### config.mk
export PLATFORM = sky130hd
export DESIGN_NAME = ctc_core_timer
export DESIGN_NICKNAME = d
export VERILOG_FILES = /design/src/design/ctc_pkg.sv /design/src/design/ctc_edge_detect.sv /design/src/design/ctc_core_timer.sv
export SDC_FILE = /design/constraint.sdc
export NUM_CORES = 1
export LEC_CHECK = 0
export ABC_CLOCK_PERIOD_IN_PS = 8490
export BUFFER_PORTS_ARGS = -buffer_cell sky130_fd_sc_hd__buf_2
export CELL_PAD_IN_SITES_DETAIL_PLACEMENT = 2
export CELL_PAD_IN_SITES_GLOBAL_PLACEMENT = 2
export CORE_ASPECT_RATIO = 0.8
export CORE_MARGIN = 2
export CORE_UTILIZATION = 36
export DETAILED_ROUTE_END_ITERATION = 8
export GPL_TIMING_DRIVEN = 0
export PLACE_DENSITY = 0.95
export SETUP_SLACK_MARGIN = 0.02
export SYNTH_ARGS = -nofsm -noshare
export SYNTH_HDL_FRONTEND = slang
export SYNTH_SLANG_ARGS = --single-unit
### constraint.sdc
create_clock -name sys_clk -period 8.49 [get_ports sys_clk]
set_clock_uncertainty 0.15 [all_clocks]
set_input_delay 0.849 -clock sys_clk [delete_from_list [all_inputs] [get_ports sys_clk]]
set_output_delay 0.849 -clock sys_clk [all_outputs]
set_load 0.02 [all_outputs]
### src/design/ctc_pkg.sv
// Constants and carrier types for the core timer control block.
// Assumes one 40 MHz module clock and a 16-bit plain register port.
package ctc_pkg;
    // ======================================================
    // Register map
    localparam logic [15:0] ADDR_CONTROL = 16'hFF42;
    localparam logic [15:0] ADDR_COUNT = 16'hFE42;
    localparam logic [12:0] CONTROL_RESET = 13'h0000;
    localparam logic [15:0] COUNT_RESET = 16'h0000;
    localparam logic [15:0] COUNT_MAX = 16'hFFFF;
    localparam logic [15:0] COUNT_MIN = 16'h0000;
    localparam logic [15:0] COUNT_STEP = 16'h0001;

    // ======================================================
    // Field positions of the control register
    localparam int POS_IPAR = 0;
    localparam int POS_MODE = 3;
    localparam int POS_RUN = 6;
    localparam int POS_SWDIR = 7;
    localparam int POS_EXTDIR = 8;
    localparam int POS_OE = 9;
    localparam int POS_OTL = 10;
    localparam int POS_BPS = 11;
    localparam int POS_EDGE = 13;
    localparam int POS_CHDIR = 14;
    localparam int POS_RDIR = 15;

    // ======================================================
    // Operating modes and input parameter codes
    typedef enum logic [2:0] {
        MODE_TIMER = 3'h0,
        MODE_COUNTER = 3'h1,
        MODE_GATED_LO = 3'h2,
        MODE_GATED_HI = 3'h3,
        MODE_RSVD_A = 3'h4,
        MODE_RSVD_B = 3'h5,
        MODE_INCR_ROT = 3'h6,
        MODE_INCR_EDGE = 3'h7
    } ctc_mode_type;
    localparam logic [2:0] EDGE_RISE = 3'h1;
    localparam logic [2:0] EDGE_FALL = 3'h2;
    localparam logic [2:0] EDGE_BOTH = 3'h3;
    localparam logic [1:0] INCR_A = 2'h1;
    localparam logic [1:0] INCR_B = 2'h2;
    localparam logic [1:0] INCR_AB = 2'h3;

    // ======================================================
    // Block prescaler as power-of-two shift: /8, /4, /32, /16
    localparam logic [3:0] BPS_SHIFT_0 = 4'h3;
    localparam logic [3:0] BPS_SHIFT_1 = 4'h2;
    localparam logic [3:0] BPS_SHIFT_2 = 4'h5;
    localparam logic [3:0] BPS_SHIFT_3 = 4'h4;
    localparam logic [11:0] DIV_ONES = 12'hFFF;
    localparam logic [11:0] DIV_STEP = 12'h001;

    // ======================================================
    // Carriers
    typedef struct packed {
        logic [15:0] addr;
        logic [15:0] wdata;
        logic wr;
        logic rd;
    } ctc_bus_type;

    typedef struct packed {
        logic ext_dir_input;
        logic gate_count_input;
    } ctc_pins_type;

    typedef struct packed {
        logic toggle_latch;
        logic shadow_latch;
    } ctc_trig_type;

    typedef struct packed {
        logic [1:0] prev;
        logic primed;
    } ctc_edge_state_type;

    typedef struct packed {
        logic [15:0] cnt;
        logic [11:0] div;
        logic [12:0] ctl;
        logic edge_flag;
        logic chdir;
        logic rdir;
        logic quad_down;
        logic shadow;
        logic ovf;
        logic [15:0] rdata;
    } ctc_state_type;
endpackage

### src/design/ctc_edge_detect.sv
// Edge detector for the two timer input pins.
// Assumes pins already synchronous to sys_clk.
`timescale 1ns/1ps
module ctc_edge_detect (
    input wire logic sys_clk,
    input wire logic sys_rst,
    input wire logic [1:0] level,
    output logic [1:0] prev,
    output logic [1:0] rise,
    output logic [1:0] fall
);
    // ======================================================
    // State
    ctc_pkg::ctc_edge_state_type state_r;
    ctc_pkg::ctc_edge_state_type state_nxt;

    // Remember last level; first cycle after reset sees no edge
    always_comb begin
        state_nxt = state_r;
        state_nxt.prev = level;
        state_nxt.primed = 1'b1;
    end

    always_ff @(posedge sys_clk) begin
        if (sys_rst) begin
            state_r <= '0;
        end else begin
            state_r <= state_nxt;
        end
    end

    assign prev = state_r.prev;

    // Per-pin edges, gated until primed to avoid a false edge at release
    genvar gi;
    generate
        for (gi = 0; gi < 2; gi++) begin : g_pin
            assign rise[gi] = state_r.primed & level[gi] & ~state_r.prev[gi];
            assign fall[gi] = state_r.primed & ~level[gi] & state_r.prev[gi];
        end
    endgenerate
endmodule

### src/design/ctc_core_timer.sv
// Core 16-bit up/down timer with its control and status register.
// Assumes a plain register port with one-cycle strobes and pins
// synchronous to sys_clk; reserved mode values are never written.
//
// Design decision made here: the plain strobed port.
`timescale 1ns/1ps
module ctc_core_timer (
    input wire logic sys_clk,
    input wire logic sys_rst,
    input wire ctc_pkg::ctc_bus_type bus,
    output logic [15:0] rdata,
    input wire ctc_pkg::ctc_pins_type pins,
    output logic toggle_output_pin,
    output ctc_pkg::ctc_trig_type trig,
    output logic [15:0] core_timer,
    output logic overflow_pulse
);
    // ======================================================
    // State and decoded controls
    ctc_pkg::ctc_state_type state_r;
    ctc_pkg::ctc_state_type state_nxt;
    logic [1:0] pin_lvl;
    logic [1:0] pin_prev;
    logic [1:0] pin_rise;
    logic [1:0] pin_fall;
    logic [2:0] ipar;
    logic [2:0] mode;
    logic run;
    logic sw_dir_select;
    logic ext_dir_enable;
    logic toggle_output_enable;
    logic [3:0] bps_shift;
    logic [3:0] div_shift;
    logic [11:0] div_mask;
    logic tick;
    logic gate_ok;
    logic a_edge;
    logic b_edge;
    logic edge_hit;
    logic step;
    logic eff_down;
    logic wrap;
    logic wr_cnt;
    logic wr_ctl;

    assign pin_lvl = {pins.ext_dir_input, pins.gate_count_input};

    ctc_edge_detect u_edge (
        .sys_clk(sys_clk),
        .sys_rst(sys_rst),
        .level(pin_lvl),
        .prev(pin_prev),
        .rise(pin_rise),
        .fall(pin_fall)
    );

    // ======================================================
    // Field decode from the stored control word, plus bus write strobes and pin edges
    assign ipar = state_r.ctl[ctc_pkg::POS_IPAR +: 3];
    assign mode = state_r.ctl[ctc_pkg::POS_MODE +: 3];
    assign run = state_r.ctl[ctc_pkg::POS_RUN];
    assign sw_dir_select = state_r.ctl[ctc_pkg::POS_SWDIR];
    assign ext_dir_enable = state_r.ctl[ctc_pkg::POS_EXTDIR];
    assign toggle_output_enable = state_r.ctl[ctc_pkg::POS_OE];
    assign wr_cnt = bus.wr && (bus.addr == ctc_pkg::ADDR_COUNT);
    assign wr_ctl = bus.wr && (bus.addr == ctc_pkg::ADDR_CONTROL);
    assign a_edge = pin_rise[0] | pin_fall[0];
    assign b_edge = pin_rise[1] | pin_fall[1];

    // Base clock select, then the mode prescaler on top of it
    always_comb begin
        case (state_r.ctl[ctc_pkg::POS_BPS +: 2])
            2'h0: bps_shift = ctc_pkg::BPS_SHIFT_0;
            2'h1: bps_shift = ctc_pkg::BPS_SHIFT_1;
            2'h2: bps_shift = ctc_pkg::BPS_SHIFT_2;
            default: bps_shift = ctc_pkg::BPS_SHIFT_3;
        endcase
    end
    // Power-of-two divide keeps the prescaler to one free counter
    assign div_shift = bps_shift + {1'b0, ipar};
    assign div_mask = ~(ctc_pkg::DIV_ONES << div_shift);
    assign tick = (state_r.div & div_mask) == div_mask;

    // ======================================================
    // Count event per mode
    always_comb begin
        gate_ok = 1'b0;
        edge_hit = 1'b0;
        step = 1'b0;
        case (mode)
            ctc_pkg::MODE_TIMER: begin
                step = run & tick;
            end
            ctc_pkg::MODE_GATED_LO, ctc_pkg::MODE_GATED_HI: begin
                // Low mode bit gives the gate's active level
                gate_ok = pins.gate_count_input == mode[0];
                step = run & tick & gate_ok;
            end
            ctc_pkg::MODE_COUNTER: begin
                case (ipar)
                    ctc_pkg::EDGE_RISE: edge_hit = pin_rise[0];
                    ctc_pkg::EDGE_FALL: edge_hit = pin_fall[0];
                    ctc_pkg::EDGE_BOTH: edge_hit = a_edge;
                    default: edge_hit = 1'b0;
                endcase
                step = run & edge_hit;
            end
            ctc_pkg::MODE_INCR_ROT, ctc_pkg::MODE_INCR_EDGE: begin
                case (ipar[1:0])
                    ctc_pkg::INCR_A: edge_hit = a_edge;
                    ctc_pkg::INCR_B: edge_hit = b_edge;
                    ctc_pkg::INCR_AB: edge_hit = a_edge | b_edge;
                    default: edge_hit = 1'b0;
                endcase
                step = run & edge_hit;
            end
            default: begin
                step = 1'b0; // Reserved modes hold the count
            end
        endcase
    end

    // ======================================================
    // Effective direction
    always_comb begin
        if (mode == ctc_pkg::MODE_INCR_ROT || mode == ctc_pkg::MODE_INCR_EDGE) begin
            eff_down = state_r.quad_down ^ sw_dir_select;
            if (edge_hit) begin
                // Phase relation after the edge gives the rotation sense
                eff_down = (a_edge ? ~(pin_lvl[0] ^ pin_lvl[1]) : (pin_lvl[0] ^ pin_lvl[1]))
                    ^ sw_dir_select;
            end
        end else if (ext_dir_enable) begin
            eff_down = pins.ext_dir_input ^ sw_dir_select;
        end else begin
            eff_down = sw_dir_select;
        end
    end

    assign wrap = step && (eff_down ? (state_r.cnt == ctc_pkg::COUNT_MIN)
        : (state_r.cnt == ctc_pkg::COUNT_MAX));

    // ======================================================
    // Next state
    always_comb begin
        state_nxt = state_r;
        state_nxt.div = state_r.div + ctc_pkg::DIV_STEP;
        state_nxt.ovf = 1'b0;
        state_nxt.rdata = 16'h0000;
        state_nxt.rdir = eff_down;
        if (edge_hit) begin
            state_nxt.quad_down = eff_down ^ sw_dir_select;
        end
        // Shadow trails the latch by one cycle; the gap is the trigger edge
        state_nxt.shadow = state_r.ctl[ctc_pkg::POS_OTL];
        // Count update; wrap in both directions
        if (step) begin
            if (eff_down) begin
                state_nxt.cnt = state_r.cnt - ctc_pkg::COUNT_STEP;
            end else begin
                state_nxt.cnt = state_r.cnt + ctc_pkg::COUNT_STEP;
            end
        end
        if (wr_cnt) begin
            state_nxt.cnt = bus.wdata;
        end else if (wrap) begin
            state_nxt.ovf = 1'b1;
            state_nxt.ctl[ctc_pkg::POS_OTL] = ~state_r.ctl[ctc_pkg::POS_OTL];
        end
        // Flags: hardware set always beats a software clear
        state_nxt.edge_flag = state_r.edge_flag | edge_hit;
        state_nxt.chdir = state_r.chdir | (eff_down != state_r.rdir);
        if (wr_ctl) begin
            state_nxt.ctl = bus.wdata[12:0];
            state_nxt.shadow = bus.wdata[ctc_pkg::POS_OTL];
            // Only a written zero clears; a written one keeps the flag
            state_nxt.edge_flag = edge_hit
                | (state_r.edge_flag & bus.wdata[ctc_pkg::POS_EDGE]);
            state_nxt.chdir = (eff_down != state_r.rdir)
                | (state_r.chdir & bus.wdata[ctc_pkg::POS_CHDIR]);
        end
        // Read data for the next cycle; unmapped reads give zero
        if (bus.rd) begin
            if (bus.addr == ctc_pkg::ADDR_CONTROL) begin
                state_nxt.rdata = {state_r.rdir, state_r.chdir, state_r.edge_flag, state_r.ctl};
            end else if (bus.addr == ctc_pkg::ADDR_COUNT) begin
                state_nxt.rdata = state_r.cnt;
            end
        end
    end

    always_ff @(posedge sys_clk) begin
        if (sys_rst) begin
            state_r <= '0;
        end else begin
            state_r <= state_nxt;
        end
    end

    // ======================================================
    // Outputs
    assign rdata = state_r.rdata;
    assign core_timer = state_r.cnt;
    assign overflow_pulse = state_r.ovf;
    assign trig.toggle_latch = state_r.ctl[ctc_pkg::POS_OTL];
    assign trig.shadow_latch = state_r.shadow;
    // Disabled output idles high
    assign toggle_output_pin = toggle_output_enable ? state_r.ctl[ctc_pkg::POS_OTL] : 1'b1;
endmodule

Yosys cells after proc, flatten, opt, wreduce, memory -nomap -nowiden
Index checks and enable logic that the tools add are counted.
Widths: inputs -> output; s select.
- bits in registers: 66
- latch bits: 0
- memory bits (writable): 0
- memory bits (read-only): 0
- input bits: 38
- output and inout port bits: 36
- word-level logic and storage cells: 111
- memories: 0
- add/subtract/negate cells: 4
- multipliers: 0
- div/mod/pow operators: 0
- $lt $le $gt $ge: 0
- eq/ne operators: 20
- shifts and indexed selects: 1
- mux-type cells: 24
- bitwise gates (word level): 35
- reductions and logical operators: 14
- operator list (operator ; count):
    $mux 16 ; 5
    $eq 16x16->1 const B ; 3
    $add 16x1->16 const B ; 1
    $logic_not 16->1 ; 1
    $sub 16x1->16 const B ; 1
    $and 1x1->1 ; 14
    $mux 1 ; 13
    $mux 13 ; 1
    $add 12x1->12 const B ; 1
    $and 12x12->12 ; 1
    $eq 12x12->1 ; 1
    $eq 3x2->1 const B ; 4
    $not 12->12 ; 1
    $shl 12x4->12 const A ; 1
    $pmux 3 s3 ; 1
    $reduce_or 2->1 ; 4
    $not 1->1 ; 7
    $or 1x1->1 ; 7
    $eq 2x2->1 const B ; 3
    $eq 3x1->1 const B ; 2
    $eq 3x3->1 const B ; 2
    $pmux 1 s3 ; 2
    $xor 1x1->1 ; 5
    $add 4x3->4 ; 1
    12 further kinds ; 16

Depth between registers and ports, before layout
- depth in word-level cells: 15
- depth in mapped cells: 15
- mapped depth without buffers: 14

Modules after synthesis
A second synthesis with hierarchy kept.
- cell total of the unflattened synthesis: 468
- area, all modules: 3982.6 um2
- by module, submodules not included (module ; instances ; cells an instance ; area an instance (um2) ; seq. area each (um2)):
    ctc_core_timer ; 1 ; 456 ; 3856.2 ; 1261.2
    ctc_edge_detect ; 1 ; 12 ; 126.4 ; 60.1

Worst setup path before layout
OpenSTA, ideal clock, no wires.
- path type: input -> register
- from: input pins[0] (netlist name)
- to: register state_r, in the netlist core_timer[15]
- data arrival time: 3.848 ns
- setup slack: 4.401 ns
- stages: 13
- buffers on the path: 0
- path through: mux2i_1 > mux2_4 > o211ai_2 > xor2_2 > ha_1 > and3_1 > and3_1 > a21oi_1 > nand2_1 > o22ai_1 > xnor2_1 > or3_1 > a311oi_1
- cells in the longest elaborated chain, start to end: 13
- elaborated cells between the ends (all ways): 27
- classes of those cells: 1 x eq/ne; 12 x mux; 13 x bitwise; 1 x reduce/logical
- RTL lines (element ; line ; source):
    start, declared ; ctc_core_timer.sv:12 ; input wire ctc_pkg::ctc_pins_type pins,
    $not 1->1 ; ctc_edge_detect.sv:39 ; assign fall[gi] = state_r.primed & ~level[gi] & state_r.prev[gi];
    $and 1x1->1 (2 in a row) ; ctc_edge_detect.sv:39 ;
    $or 1x1->1 ; ctc_core_timer.sv:67 ; assign a_edge = pin_rise[0] | pin_fall[0];
    $or 1x1->1 ; ctc_core_timer.sv:112 ; ctc_pkg::INCR_AB: edge_hit = a_edge | b_edge;
    $pmux 1 s3 ; ctc_core_timer.sv:109 ; case (ipar[1:0])
    $mux 1 ; ctc_core_timer.sv:90 ; case (mode)
    $pmux 1 s2 ; ctc_core_timer.sv:90 ;
    $mux 1 * ; ctc_core_timer.sv:128 ; if (edge_hit) begin
    $mux 1 * ; ctc_core_timer.sv:126 ; if (mode == ctc_pkg::MODE_INCR_ROT || mode == ctc_pkg::MODE_INCR_EDGE) begin
    named net eff_down ; ctc_core_timer.sv:41 ; logic eff_down;
    $mux 16 * ; ctc_core_timer.sv:158 ; if (eff_down) begin
    $mux 16 * ; ctc_core_timer.sv:157 ; if (step) begin
    $mux 16 * ; ctc_core_timer.sv:164 ; if (wr_cnt) begin
    end signal, assigned ; ctc_core_timer.sv:196 ; state_r <= state_nxt;
    end, declared ; ctc_core_timer.sv:20 ; ctc_pkg::ctc_state_type state_r;
The timed path passes the listed nets; every way through them passes the cells marked *. The select of a mux whose other input is x is not followed.
A chain may end at the register's enable or synchronous reset.

Final worst setup path
- from: input pins[0] (netlist name)
- to: register state_r, in the netlist core_timer[12]
Same word-level chain as after synthesis.

==> reports/qor.yml <==
first_pass_iters: 4
portBuffers: 72
postCtsSetupRepairBufs: 0
synth_top_family_by_area: "simple AND/OR/NAND/NOR gates"
viasPerCell: 5.67
drtIter0Drc: 165
leakage_nw: 2.14
die_area_um2: 11900
drive_above_1_share: 0.237
synth_top_area_frac: 0.331
synth_mux_area_frac: 0.0640
synth_compound_area_frac: 0.173
synth_adder_area_share: 0.0728
outcome: "finished, final reports clean"
finalSetupViolCount: 0
required_ns: 8.57
tns_ns: 0
instances_no_fill: 710
cp_cell_sequence: "buf_2, mux2i_1, mux2_4, o211ai_2, xor2_2, inv_2, fa_1, nor2b_1, o31a_1, o311a_1, o22ai_1, xnor2_1, mux2i_1, nor3_1, a31o_1"
crit_top_cell: "mux2i_1"
fin_crit_sh: 0.560
route.vias.total: 4028
grt_pass1_vias: 4501
grt_usage: 0.277
startpoint_type: "input pin"
ctsHoldBuffers: 0
grt_max_degree: 19
gp_congestion: 0.839
grt_pass1_wl_mm: 25.2
initial_core_util: 0.368
fillerInstances: 1239
cts-root-buf: "clkbuf_16"
synth.distinct_cells: 57
yosysMostFrequentCell: "dfxtp_1"
hpwlAfterDp_mm: 11.6
routed_wl_mm: 16.3
rr_worst_depth: 14
row_count: 34
syn_area_per_cell_um2: 8.36
nets: 621
clk_path_buf_depth: 2
worstHoldStart: "state_r[20]"
finalHoldViolCount: 0
dieWidth_um: 122
yosysTopAreaCell: "dfxtp_1"
yosys-top-cells-count: "66 x dfxtp_1, 47 x nor2_1, 44 x nand2_1"
clock-sinks: 66
tightestPinTransition_ns: 1.05
cpPeakStageDelay_ns: 0.84
cts_tree: "yes"
synth_xor_area_frac: 0.0564
drc: 0
power_density_nw_per_um2: 155
placedCellCount: 693
cts_repair_resize_count: 0
path_clk_slew_ns: 0.06
slew_headroom: 0.296
synth-edff-count: 0
stdcell_area_um2: 4860
async_flop_share: 0
htree_levels: 3
max_freq_ghz: 0.210
worstSkewPairLatency_ns: 0.34
fp.dieH_um: 98.2
wl_per_cell_um: 23.0
crit-reg2reg-launch: "u_edge.state_r[0]"
vdd_drop_max_v: 0.000119
endpoint_kind: "flip-flop"
core_um2: 10800
syn_area_um2: 3990
antenna_found_initial: 0
ys_ff_latch: 66
synthTopCellsByArea: "dfxtp_1 33%, buf_4 6.4%, ha_1 6.3%"
crit_fanout: 18
syn_inst: 477
grt-ovfl-total: 0
syn2layout_area_growth_pct: 21.7
slowest_stage: "xor2_2"
drv_slew: 0
maxCapViolations: 0
n_antenna_cell: 0
cts-buffers-inserted: 9
crit_start: "pins[0]"
syn_nets: 537
yosysWarnings: 0
postPlaceCellArea_um2: 4530
hold_depth: 2
synth_simple_gate_area_share: 0.203
hold_ws_ns: 0.362
min_path_type: "reg -> reg"
setup.worst_path.class: "in -> reg"
synth_ff_type: "dfxtp_1"
rsz0062_at_grt: "false"
boundaryPins: 74
fin_crit_ns: 4.76
synth_seq_area_share: 0.331
worstPathArrival_ns: 4.83
antenna_left: 0
==> state kept, by name, summed over array words and instances (netlist names) <==
register        cells
trig                2
core_timer         16
overflow_pulse      1
u_edge.state_r      1
ext_dir_enable      1
mode                3
ipar                3
rdata              16
state_r            20
run                 1
u_edge.prev         2
==> cell usage in the layout, fill, tap and decap left out, drive strengths merged, types with 4 or more instances in the layout <==
cell type	instances
a21oi	38
nand2	44
nor2	47
nor4	6
o21a	4
nor3	5
and3	4
o22ai	4
inv	14
ha	20
nor2b	7
or3	5
nand3b	4
dfxtp	66
clkbuf	24
mux2i	24
a21o	6
nand3	16
nand2b	5
xor2	12
nand4	12
buf	113
a211oi	10
xnor2	12
o21ai	16
==> critical path: cells and delay by family <==
family	cells	cell delay [ns]
buffers and inverters	2	0.35
XOR/XNOR	2	0.99
adder cells (fa/ha/maj)	1	0.49
multiplexers	3	0.73
AND/OR/NAND/NOR	2	0.33
AO/OA/AOI/OAI	5	1.07
==> per-layer routing <==
| layer | vias up | wire [µm] | part of all wire | track usage |
|---|---|---|---|---|
| met5 | - | 0 | 0 | 0 |
| met2 | 143 | 8110 | 0.50 | 0.479 |
| met4 | 0 | 330 | 0.020 | 0.0911 |
| li1 | 1829 | - | - | - |
| met3 | 33 | 893 | 0.055 | 0.0578 |
| met1 | 2023 | 7000 | 0.43 | 0.344 |
==> worst paths after layout <==
path / endpoint / slack [ns]
setup / recovery: core_timer[12] / 3.73
hold / removal: state_r[20] / 0.36
setup reg to reg: core_timer[12] / 3.88
hold reg to reg: state_r[20] / 0.36
==> stage by stage <==
step,power (mW),setup WS (ns),util
global route,0.771,3.57,0.448
finish,0.753,3.73,0.448
floorplan,0.333,4.40,-
global placement,0.349,3.69,0.418
CTS,0.755,3.78,0.447
detailed placement,0.352,3.47,0.418
==> power breakdown <==
| group | internal, mW | switching (mW) | total (mW) | leakage (nW) |
|---|---|---|---|---|
| combinational | 0.0122 | 0.0187 | 0.0309 | 1.45 |
| sequential | 0.312 | 0.00330 | 0.315 | 0.533 |
| clock | 0.264 | 0.143 | 0.407 | 0.156 |
==> layout make-up <==
type                       count  area, µm²  area share
buffer                        53        339      0.0698
clock buffer                  11        243      0.0500
clock inverter                 5       77.6      0.0160
inverter                      15       56.3      0.0116
multi-input combinational    343       2270       0.468
sequential                    66       1320       0.272
tap                          144        180      0.0371
timing repair buffer          73        365      0.0752
==> cell families (layout without fill, tap and decap cells) <==
group | after synthesis | count (layout)
XOR/XNOR | 24 | 24
AO/OA/AOI/OAI | 106 | 106
AND/OR/NAND/NOR | 166 | 166
buffers and inverters | 68 | 157
multiplexers | 25 | 25
adder cells (fa/ha/maj) | 22 | 22
flip-flops | 66 | 66
No activity file was read; power rests on OpenSTA's default activity.
